$ cat config.mk
export PLATFORM = sky130hd
export DESIGN_NAME = scms_clock_mode
export DESIGN_NICKNAME = d
export VERILOG_FILES = /design/src/scms_clock_mode.v
export VERILOG_INCLUDE_DIRS = /design/src /design/src/src
export SDC_FILE = /design/constraint.sdc
export NUM_CORES = 1
export LEC_CHECK = 0
export ABC_CLOCK_PERIOD_IN_PS = 5100
export BUFFER_PORTS_ARGS = -buffer_cell sky130_fd_sc_hd__buf_2
export CAP_MARGIN = 40
export CORE_MARGIN = 1.5
export CORE_UTILIZATION = 57
export CTS_CLUSTER_DIAMETER = 30
export DETAILED_ROUTE_END_ITERATION = 10
export PLACE_DENSITY = 0.81
export SYNTH_ARGS = -nofsm -noshare
export SYNTH_HDL_FRONTEND = slang
export SYNTH_SLANG_ARGS = --single-unit
$ cat constraint.sdc
create_clock -name i_sys_clk -period 5.1 [get_ports i_sys_clk]
set_input_delay 1.02 -clock i_sys_clk [delete_from_list [all_inputs] [get_ports i_sys_clk]]
set_output_delay 1.02 -clock i_sys_clk [all_outputs]
set_load 0.005 [all_outputs]
$ cat src/scms_defs.vh
// Constants for the serializer clock-mode select block.
// Assumes a register port with byte address and 8-bit data on the system clock.
// Notes on behaviour
// - Output-enabled pins may drive remote back-channel values, chosen via local pin data.
// - Synchronous mode, 50 Mbps back channel: sample pins at 1670 kHz, signals <=416 kHz.
// - Parallel-video mode, 2.5 Mbps: sample at 83.5 kHz, pin signals up to 20 kHz.
// - Mode is latched from the strap when power-down pin rises.
// - Forward rate follows reference; synchronous uses back-channel reference 23-26 MHz, f x 160.
// - External clock mode: divider code 000 gives f x 80, 001 gives f x 40.
// - Internal mode uses the always-on oscillator and disables the sensor reference clock.
// - Oscillator select 1 picks full-rate oscillator, 0 picks half-rate.
// - Sensor clock equals forward rate over high-speed divider times M/N; default 4.
// - Mode field always shows active mode; read-only while override bit 4 is 0.
// - With override set, software writes mode; 101 selects parallel-video external clock.
// - Parallel-video external clock mode runs forward rate at f x 28.
// - Back-channel mode register lets software force parallel-video 10-bit or 12-bit raw; here it is only stored and read back.
// - Parallel-video configuration register selects long, YUV and typed packet handling; only bit 7, type matching, reaches an output.
// - With type matching enabled, matching data types pass regardless of raw setting; this block filters nothing, it only outputs the enable and pv_dt.
`ifndef SCMS_DEFS_VH
`define SCMS_DEFS_VH
// ----------------------------------------
// Register offsets
// ----------------------------------------
`define SCMS_ADDR_MODE 8'h03
`define SCMS_ADDR_BCMODE 8'h04
`define SCMS_ADDR_CLKCFG 8'h05
`define SCMS_ADDR_HSDIV 8'h06
`define SCMS_ADDR_LOCAL 8'h0d
`define SCMS_ADDR_PINCTL 8'h0e
`define SCMS_ADDR_PVCFG 8'h10
`define SCMS_ADDR_PVDT 8'h11
// ----------------------------------------
// Fields and codes
// ----------------------------------------
`define SCMS_OVR_BIT 4
`define SCMS_OSC_BIT 3
`define SCMS_MATCH_BIT 7
`define SCMS_MODE_SYNC 3'h0
`define SCMS_MODE_NSEXT 3'h2
`define SCMS_MODE_NSINT 3'h3
`define SCMS_MODE_PVEXT 3'h5
`define SCMS_DIV_X80 3'h0
`define SCMS_DIV_X40 3'h1
`define SCMS_MULT_SYNC 8'ha0
`define SCMS_MULT_X80 8'h50
`define SCMS_MULT_X40 8'h28
`define SCMS_MULT_PV 8'h1c
`define SCMS_HSDIV_RST 5'h04
`define SCMS_CLKCFG_RST 8'h08
`define SCMS_PINCTL_RST 8'h0f
// ----------------------------------------
// Back-channel sample timing (kHz, at 100 MHz)
// ----------------------------------------
`define SCMS_CLK_KHZ 100000
`define SCMS_SYNC_KHZ 1670
`define SCMS_NSYNC_KHZ 334
`define SCMS_PV_KHZ 83.5
// Sample periods in system clocks: clock rate over sample rate, rounded down
`define SCMS_CNT_SYNC 11'h03b
`define SCMS_CNT_NSYNC 11'h12b
`define SCMS_CNT_PV 11'h4ad
`endif

$ cat src/scms_clock_mode.v
// Clock-mode select, reference derivation and back-channel pin output path.
// Assumes a byte register port on i_sys_clk; strap and power-down pin are asynchronous.
`timescale 1ns/1ps
`include "scms_defs.vh"
module scms_clock_mode (
  // Clock and reset
  input wire i_sys_clk,
  input wire i_rst,
  // Pins from outside
  input wire [2:0] i_mode_strap,
  input wire i_power_down_pin,
  // Back channel pin values
  input wire [3:0] i_remote_pin,
  // Register port
  input wire i_reg_wr,
  input wire [7:0] i_reg_addr,
  input wire [7:0] i_reg_wdata,
  output reg [7:0] o_reg_rdata,
  // Pin outputs
  output reg [3:0] o_pin_out,
  output reg [3:0] o_pin_oe,
  // Clocking status
  output reg [1:0] o_ref_source,
  output reg [7:0] o_fc_multiplier,
  output reg [4:0] o_high_speed_divider,
  output reg o_sensor_clk_en,
  output reg o_parallel_video_mode,
  output reg o_type_match_enable,
  output reg [7:0] o_parallel_video_type_filter
);

  // ----------------------------------------
  // Synchronisers
  // ----------------------------------------
  // Two flops on every pin input, plus a third on power-down for edge detect; the first flop feeds no logic
  // The power-down flops clear low, so a pin already high at reset release
  // reads as one rising edge and latches the strap, as at power-up
  reg [2:0] strap_s1;
  reg [2:0] strap_s2;
  reg pdb_s1;
  reg pdb_s2;
  reg pdb_d;
  reg [3:0] remote_s1;
  reg [3:0] remote_s2;

  always @(posedge i_sys_clk or posedge i_rst)
  begin
    if (i_rst)
    begin
      strap_s1 <= 3'h0;
      strap_s2 <= 3'h0;
      pdb_s1 <= 1'b0;
      pdb_s2 <= 1'b0;
      pdb_d <= 1'b0;
      remote_s1 <= 4'h0;
      remote_s2 <= 4'h0;
    end
    else
    begin
      strap_s1 <= i_mode_strap;
      strap_s2 <= strap_s1;
      pdb_s1 <= i_power_down_pin;
      pdb_s2 <= pdb_s1;
      pdb_d <= pdb_s2;
      remote_s1 <= i_remote_pin;
      remote_s2 <= remote_s1;
    end
  end

  // ----------------------------------------
  // Registers
  // ----------------------------------------
  // Mode field holds the strap value until software sets the override
  reg [2:0] mode;
  reg mode_ovr;
  reg [7:0] bc_mode;
  reg [7:0] clk_cfg;
  reg [4:0] hs_div;
  reg [7:0] local_pin_data;
  reg [7:0] pin_ctl;
  reg [7:0] pv_cfg;
  reg [7:0] pv_dt;
  wire pdb_rise = pdb_s2 & ~pdb_d;

  // Address compare shared by the write decode and the read mux
  function is_addr;
    input [7:0] a;
    input [7:0] b;
    begin
      is_addr = (a == b);
    end
  endfunction

  // All configuration registers share one write decode
  always @(posedge i_sys_clk or posedge i_rst)
  begin
    if (i_rst)
    begin
      mode <= `SCMS_MODE_SYNC;
      mode_ovr <= 1'b0;
      bc_mode <= 8'h00;
      clk_cfg <= `SCMS_CLKCFG_RST;
      hs_div <= `SCMS_HSDIV_RST;
      local_pin_data <= 8'h00;
      pin_ctl <= `SCMS_PINCTL_RST;
      pv_cfg <= 8'h00;
      pv_dt <= 8'h00;
    end
    else
    begin
      // Strap capture wins over a software write in the same cycle
      if (pdb_rise)
        mode <= strap_s2;
      else if (i_reg_wr && is_addr(i_reg_addr, `SCMS_ADDR_MODE) && mode_ovr)
        mode <= i_reg_wdata[2:0];
      // The override bit itself is always writable; it gates only the mode field
      if (i_reg_wr)
      begin
        if (is_addr(i_reg_addr, `SCMS_ADDR_MODE))
          mode_ovr <= i_reg_wdata[`SCMS_OVR_BIT];
        else if (is_addr(i_reg_addr, `SCMS_ADDR_BCMODE))
          bc_mode <= i_reg_wdata;
        else if (is_addr(i_reg_addr, `SCMS_ADDR_CLKCFG))
          clk_cfg <= i_reg_wdata;
        else if (is_addr(i_reg_addr, `SCMS_ADDR_HSDIV))
          hs_div <= i_reg_wdata[4:0];
        else if (is_addr(i_reg_addr, `SCMS_ADDR_LOCAL))
          local_pin_data <= i_reg_wdata;
        else if (is_addr(i_reg_addr, `SCMS_ADDR_PINCTL))
          pin_ctl <= i_reg_wdata;
        else if (is_addr(i_reg_addr, `SCMS_ADDR_PVCFG))
          pv_cfg <= i_reg_wdata;
        else if (is_addr(i_reg_addr, `SCMS_ADDR_PVDT))
          pv_dt <= i_reg_wdata;
      end
    end
  end

  // ----------------------------------------
  // Read mux
  // ----------------------------------------
  // Read is always live: the addressed register appears one edge later
  always @(posedge i_sys_clk or posedge i_rst)
  begin
    if (i_rst)
      o_reg_rdata <= 8'h00;
    else if (is_addr(i_reg_addr, `SCMS_ADDR_MODE))
      o_reg_rdata <= {3'h0, mode_ovr, 1'b0, mode};
    else if (is_addr(i_reg_addr, `SCMS_ADDR_BCMODE))
      o_reg_rdata <= bc_mode;
    else if (is_addr(i_reg_addr, `SCMS_ADDR_CLKCFG))
      o_reg_rdata <= clk_cfg;
    else if (is_addr(i_reg_addr, `SCMS_ADDR_HSDIV))
      o_reg_rdata <= {3'h0, hs_div};
    else if (is_addr(i_reg_addr, `SCMS_ADDR_LOCAL))
      o_reg_rdata <= local_pin_data;
    else if (is_addr(i_reg_addr, `SCMS_ADDR_PINCTL))
      o_reg_rdata <= pin_ctl;
    else if (is_addr(i_reg_addr, `SCMS_ADDR_PVCFG))
      o_reg_rdata <= pv_cfg;
    else if (is_addr(i_reg_addr, `SCMS_ADDR_PVDT))
      o_reg_rdata <= pv_dt;
    else
      o_reg_rdata <= 8'h00;
  end

  // ----------------------------------------
  // Clocking decode
  // ----------------------------------------
  // Outputs are registered from this decode, so they trail a mode change by one edge
  // One compare per mode code, shared by the status flops and the sample timing
  function mode_is;
    input [2:0] m;
    input [2:0] code;
    begin
      mode_is = (m == code);
    end
  endfunction

  reg [1:0] next_src;
  reg [7:0] next_mult;

  always @*
  begin
    next_src = 2'h0;
    next_mult = `SCMS_MULT_SYNC;
    case (mode)
      `SCMS_MODE_NSEXT:
      begin
        next_src = 2'h1;
        next_mult = (clk_cfg[2:0] == `SCMS_DIV_X40) ? `SCMS_MULT_X40 : `SCMS_MULT_X80;
      end
      `SCMS_MODE_NSINT:
      begin
        // Source 2 is full-rate oscillator, 3 half-rate
        next_src = clk_cfg[`SCMS_OSC_BIT] ? 2'h2 : 2'h3;
        next_mult = `SCMS_MULT_X80;
      end
      `SCMS_MODE_PVEXT:
      begin
        next_src = 2'h1;
        next_mult = `SCMS_MULT_PV;
      end
      // Codes that name no mode here fall back to synchronous, the reset mode
      default:
      begin
        next_src = 2'h0;
        next_mult = `SCMS_MULT_SYNC;
      end
    endcase
  end

  // Sensor clock stays off in internal mode; no reference then reaches the sensor
  always @(posedge i_sys_clk or posedge i_rst)
  begin
    if (i_rst)
    begin
      o_ref_source <= 2'h0;
      o_fc_multiplier <= `SCMS_MULT_SYNC;
      o_high_speed_divider <= `SCMS_HSDIV_RST;
      o_sensor_clk_en <= 1'b1;
      o_parallel_video_mode <= 1'b0;
      o_type_match_enable <= 1'b0;
      o_parallel_video_type_filter <= 8'h00;
    end
    else
    begin
      o_ref_source <= next_src;
      o_fc_multiplier <= next_mult;
      o_high_speed_divider <= hs_div;
      o_sensor_clk_en <= !mode_is(mode, `SCMS_MODE_NSINT);
      o_parallel_video_mode <= mode_is(mode, `SCMS_MODE_PVEXT);
      o_type_match_enable <= pv_cfg[`SCMS_MATCH_BIT];
      o_parallel_video_type_filter <= pv_dt;
    end
  end

  // ----------------------------------------
  // Back-channel sample tick
  // ----------------------------------------
  // Rate follows mode; real sampling is set by frame timing, so this is an approximation
  // A mode change needs no restart: a shorter limit simply fires on the next edge
  function [10:0] sample_limit;
    input [2:0] m;
    begin
      if (mode_is(m, `SCMS_MODE_SYNC))
        sample_limit = `SCMS_CNT_SYNC - 11'h001;
      else if (mode_is(m, `SCMS_MODE_PVEXT))
        sample_limit = `SCMS_CNT_PV - 11'h001;
      else
        sample_limit = `SCMS_CNT_NSYNC - 11'h001;
    end
  endfunction

  reg [10:0] smp_cnt;
  wire [10:0] smp_lim = sample_limit(mode);
  wire smp_tick = (smp_cnt >= smp_lim);

  always @(posedge i_sys_clk or posedge i_rst)
  begin
    if (i_rst)
      smp_cnt <= 11'h000;
    else if (smp_tick)
      smp_cnt <= 11'h000;
    else
      smp_cnt <= smp_cnt + 11'h001;
  end

  // ----------------------------------------
  // Pin output path
  // ----------------------------------------
  // Upper nibble of local data picks remote, lower nibble is the local level
  // Enable and level are registered together so both change on one edge
  wire [3:0] remote_sel = local_pin_data[7:4];
  wire [3:0] local_level = local_pin_data[3:0];
  wire [3:0] out_en = pin_ctl[7:4];
  reg [3:0] remote_hold;
  genvar g;

  generate
    for (g = 0; g < 4; g = g + 1)
    begin : pin_path
      always @(posedge i_sys_clk or posedge i_rst)
      begin
        if (i_rst)
        begin
          remote_hold[g] <= 1'b0;
          o_pin_out[g] <= 1'b0;
          o_pin_oe[g] <= 1'b0;
        end
        else
        begin
          // Held between ticks, so a slow sample rate never glitches the pin
          if (smp_tick)
            remote_hold[g] <= remote_s2[g];
          o_pin_oe[g] <= out_en[g];
          o_pin_out[g] <= remote_sel[g] ? remote_hold[g] : local_level[g];
        end
      end
    end
  endgenerate

endmodule // scms_clock_mode

==> flow_summary.toml <==
[outcome]
run_status = "finished clean"

[synth]
synth_common_cells = "dfrtp_1, mux2_2, nand2_1"
yosysMostFrequentCell = "dfrtp_1"
synth-async-reset-ratio_pct = 100
synth_edf_count = 0
netlist.area_leader.share_pct = 54.7
ys_seq_area_share_pct = 59.6
synth_cells = 423
syn_area_per_cell_um2 = 12.9
synth_area_um2 = 5440
ys_types = 62
ys_ff_latch = 129
synthTopCellsByArea = "dfrtp_1, mux2_2, dfstp_2"
synth_ff_type = "dfrtp_1"
synth_largest_area_cell = "dfrtp_1"
yosysWarnings = 0

[power]
powerDensity_nw_per_um2 = 418
power_mw = 2.69
leakage_nw = 3.20
ir_drop_v = 0.000315

[floorplan]
initial_core_util_pct = 58.9
ios = 69
fp.coreArea_um2 = 9240
die_area_um2 = 10100
fp-row-count = 35
die_x_um = 101
die_h_um = 101

[run]
cap_violations = 0

[detailed_routing]
drc = 0
dr.pass1.iters = 5
drt_iter0_drc = 239
vias = 3646
wirelength_um = 11800
wl_per_cell_um = 18.7
vias_per_cell = 5.74
final_antenna_net_count = 0

[worst_setup_path]
r2r_start = "mode[0]"
r2r_cells = 8
cp_num_cells = 8
cp_num_buf_inv = 1
end_kind = "register"
startpoint = "mode[0]"
critPathSlowestCell = "dfrtp_1"
crit_family = "compound AO/OA/AOI/OAI gates"
cp.required_ns = 5.50
crit_chain = "or3_1, ha_1, o211ai_1, a31oi_1, nor3_1, o21ai_1, buf_4, mux2_2"
critical_path.startpoint_type = "register"
worstPathArrival_ns = 3.09
cp-endpoint = "remote_hold[1]"
rrSetupSlack_ns = 2.41
r2r-end = "remote_hold[1]"
crit_type = "register to register"
cp_slowest_stage_delay_ns = 0.46
path_max_fanout = 9

[cts]
cts_setup_buffers = 0
ctsRootBufferMaster = "clkbuf_8"
ctsResizeCount = 0
cts.path.max_buffers = 2
clock-sinks = 129
cts_htree_levels = 4
cts_made_buffers = 17
cts_tree = "done"
cts_hold_buf = 0
clk_latency_ns = 0.52
clk_pin_slew_ns = 0.06

[sta]
finalWorstSetupSlack_ns = 2.41
fin_setup_tns_ns = 0
skew_ns = 0.00693
min_period_ns = 2.69
rsz0062_at_grt = "no"
setup_viol = 0
fin_crit_sh_pct = 52.8
finalMaxSlewViolations = 0
hold_violations = 0
tightestPinTransition_ns = 0.682
relSlewSlack_pct = 54.2
fmaxAchievable_ghz = 0.371

[placement]
port_buffers = 66
dpl_cell_area_um2 = 5840
dp_hpwl_um = 7590
gp_congestion = 0.919
pre_cts_ws_ns = 1.94

[global_routing]
grt.total_usage_pct = 25.8
grt_max_degree = 59
grt_overflow_total = 0
grt_pass1_vias = 3653
grt_pass1_wl_um = 19300
antenna_found_initial = 0

[finish]
final_nets = 527
drive_gt1_share_pct = 37.2
syn2layout_area_growth_pct = 18.3
final_area_um2 = 6430
n_antenna_cell = 0
num-fill-cells = 633

[hold_path]
holdCritPathClass = "register to register"
==> registers in the layout, summed over array words and instances (netlist names), 2 cells and up <==
name / cells
mode: 3
clk_cfg: 8
o_ref_source: 2
remote_s1: 4
remote_hold: 4
o_parallel_video_type_filter: 8
hs_div: 5
pv_dt: 8
pv_cfg: 8
pin_ctl: 8
o_pin_out: 4
o_reg_rdata: 8
o_pin_oe: 4
remote_s2: 4
local_pin_data: 8
o_high_speed_divider: 5
o_fc_multiplier: 6
bc_mode: 8
strap_s2: 3
smp_cnt: 11
strap_s1: 3
==> final cells by class <==
type                            count  area (um^2)  area share [%]
Tap cell                          129          161            2.51
Multi-Input combinational cell    263         2030            31.6
Timing Repair Buffer               69          353            5.48
Inverter                           13         51.3           0.797
Sequential cell                   129         3240            50.4
Clock buffer                       17          414            6.44
Clock inverter                     15          184            2.86
==> routing by layer <==
metal / vias to the layer above / track usage (%) / wire, um / part of all wire (%)
met5: - / 0 / 0 / 0
met4: 0 / 10.2 / 217 / 1.8
met3: 19 / 6.59 / 744 / 6.3
met2: 177 / 41.2 / 5760 / 49
met1: 1803 / 34.1 / 5120 / 43
li1: 1647 / - / - / -
==> layout by cell type (no fill, tap or decap), types with 5 or more instances in the layout <==
master	count
xnor2_1	5
inv_1	12
mux2i_1	6
clkbuf_16	16
a21o_1	5
nand2_1	32
dfstp_2	10
nor2b_1	7
nor3_1	8
nor2_1	22
a22o_1	5
mux2_4	8
nand3_1	11
o21ai_0	11
ha_1	7
and3_1	5
a21oi_1	15
mux2_2	57
dfrtp_1	119
buf_2	66
==> per-stage QoR <==
step           instances  hold slack [ns]  utilization, %
5_1_grt              635            0.354            69.6
3_5_place_dp         603            0.335            63.2
4_1_cts              635            0.349            69.6
2_1_floorplan        424            0.331               -
3_3_place_gp         602            0.332            63.1
6_report             635            0.347            69.6
==> worst min path at each step <==
| stage | startpoint | endpoint | slack (ns) | cells after the start |
|---|---|---|---|---|
| 6_report | remote_s1[2] | remote_s2[2] | 0.35 | 0 |
| 5_1_grt | strap_s1[2] | strap_s2[2] | 0.35 | 0 |
| 4_1_cts | remote_s1[2] | remote_s2[2] | 0.35 | 0 |
| 3_5_place_dp | remote_s1[2] | remote_s2[2] | 0.33 | 0 |
| 3_3_place_gp | pdb_s1 | pdb_s2 | 0.33 | 0 |
| 2_1_floorplan | pdb_s1 | pdb_s2 | 0.33 | 0 |
==> cell families after synthesis <==
logic type | synth area share [%]
AOI/OAI and AO/OA | 8.03
xor gates and xnor gates | 1.45
adders and majority gates | 1.61
buffers and inverters | 3.17
DFF | 59.6
muxes | 15.1
other | 0.0689
and+or+nand+nor | 11.0
==> report_power, final <==
group	internal [mW]	switching [mW]
Sequential	1.12	0.0693
Combinational	0.129	0.157
Clock	0.749	0.467
(Power assumes the default switching activity.)
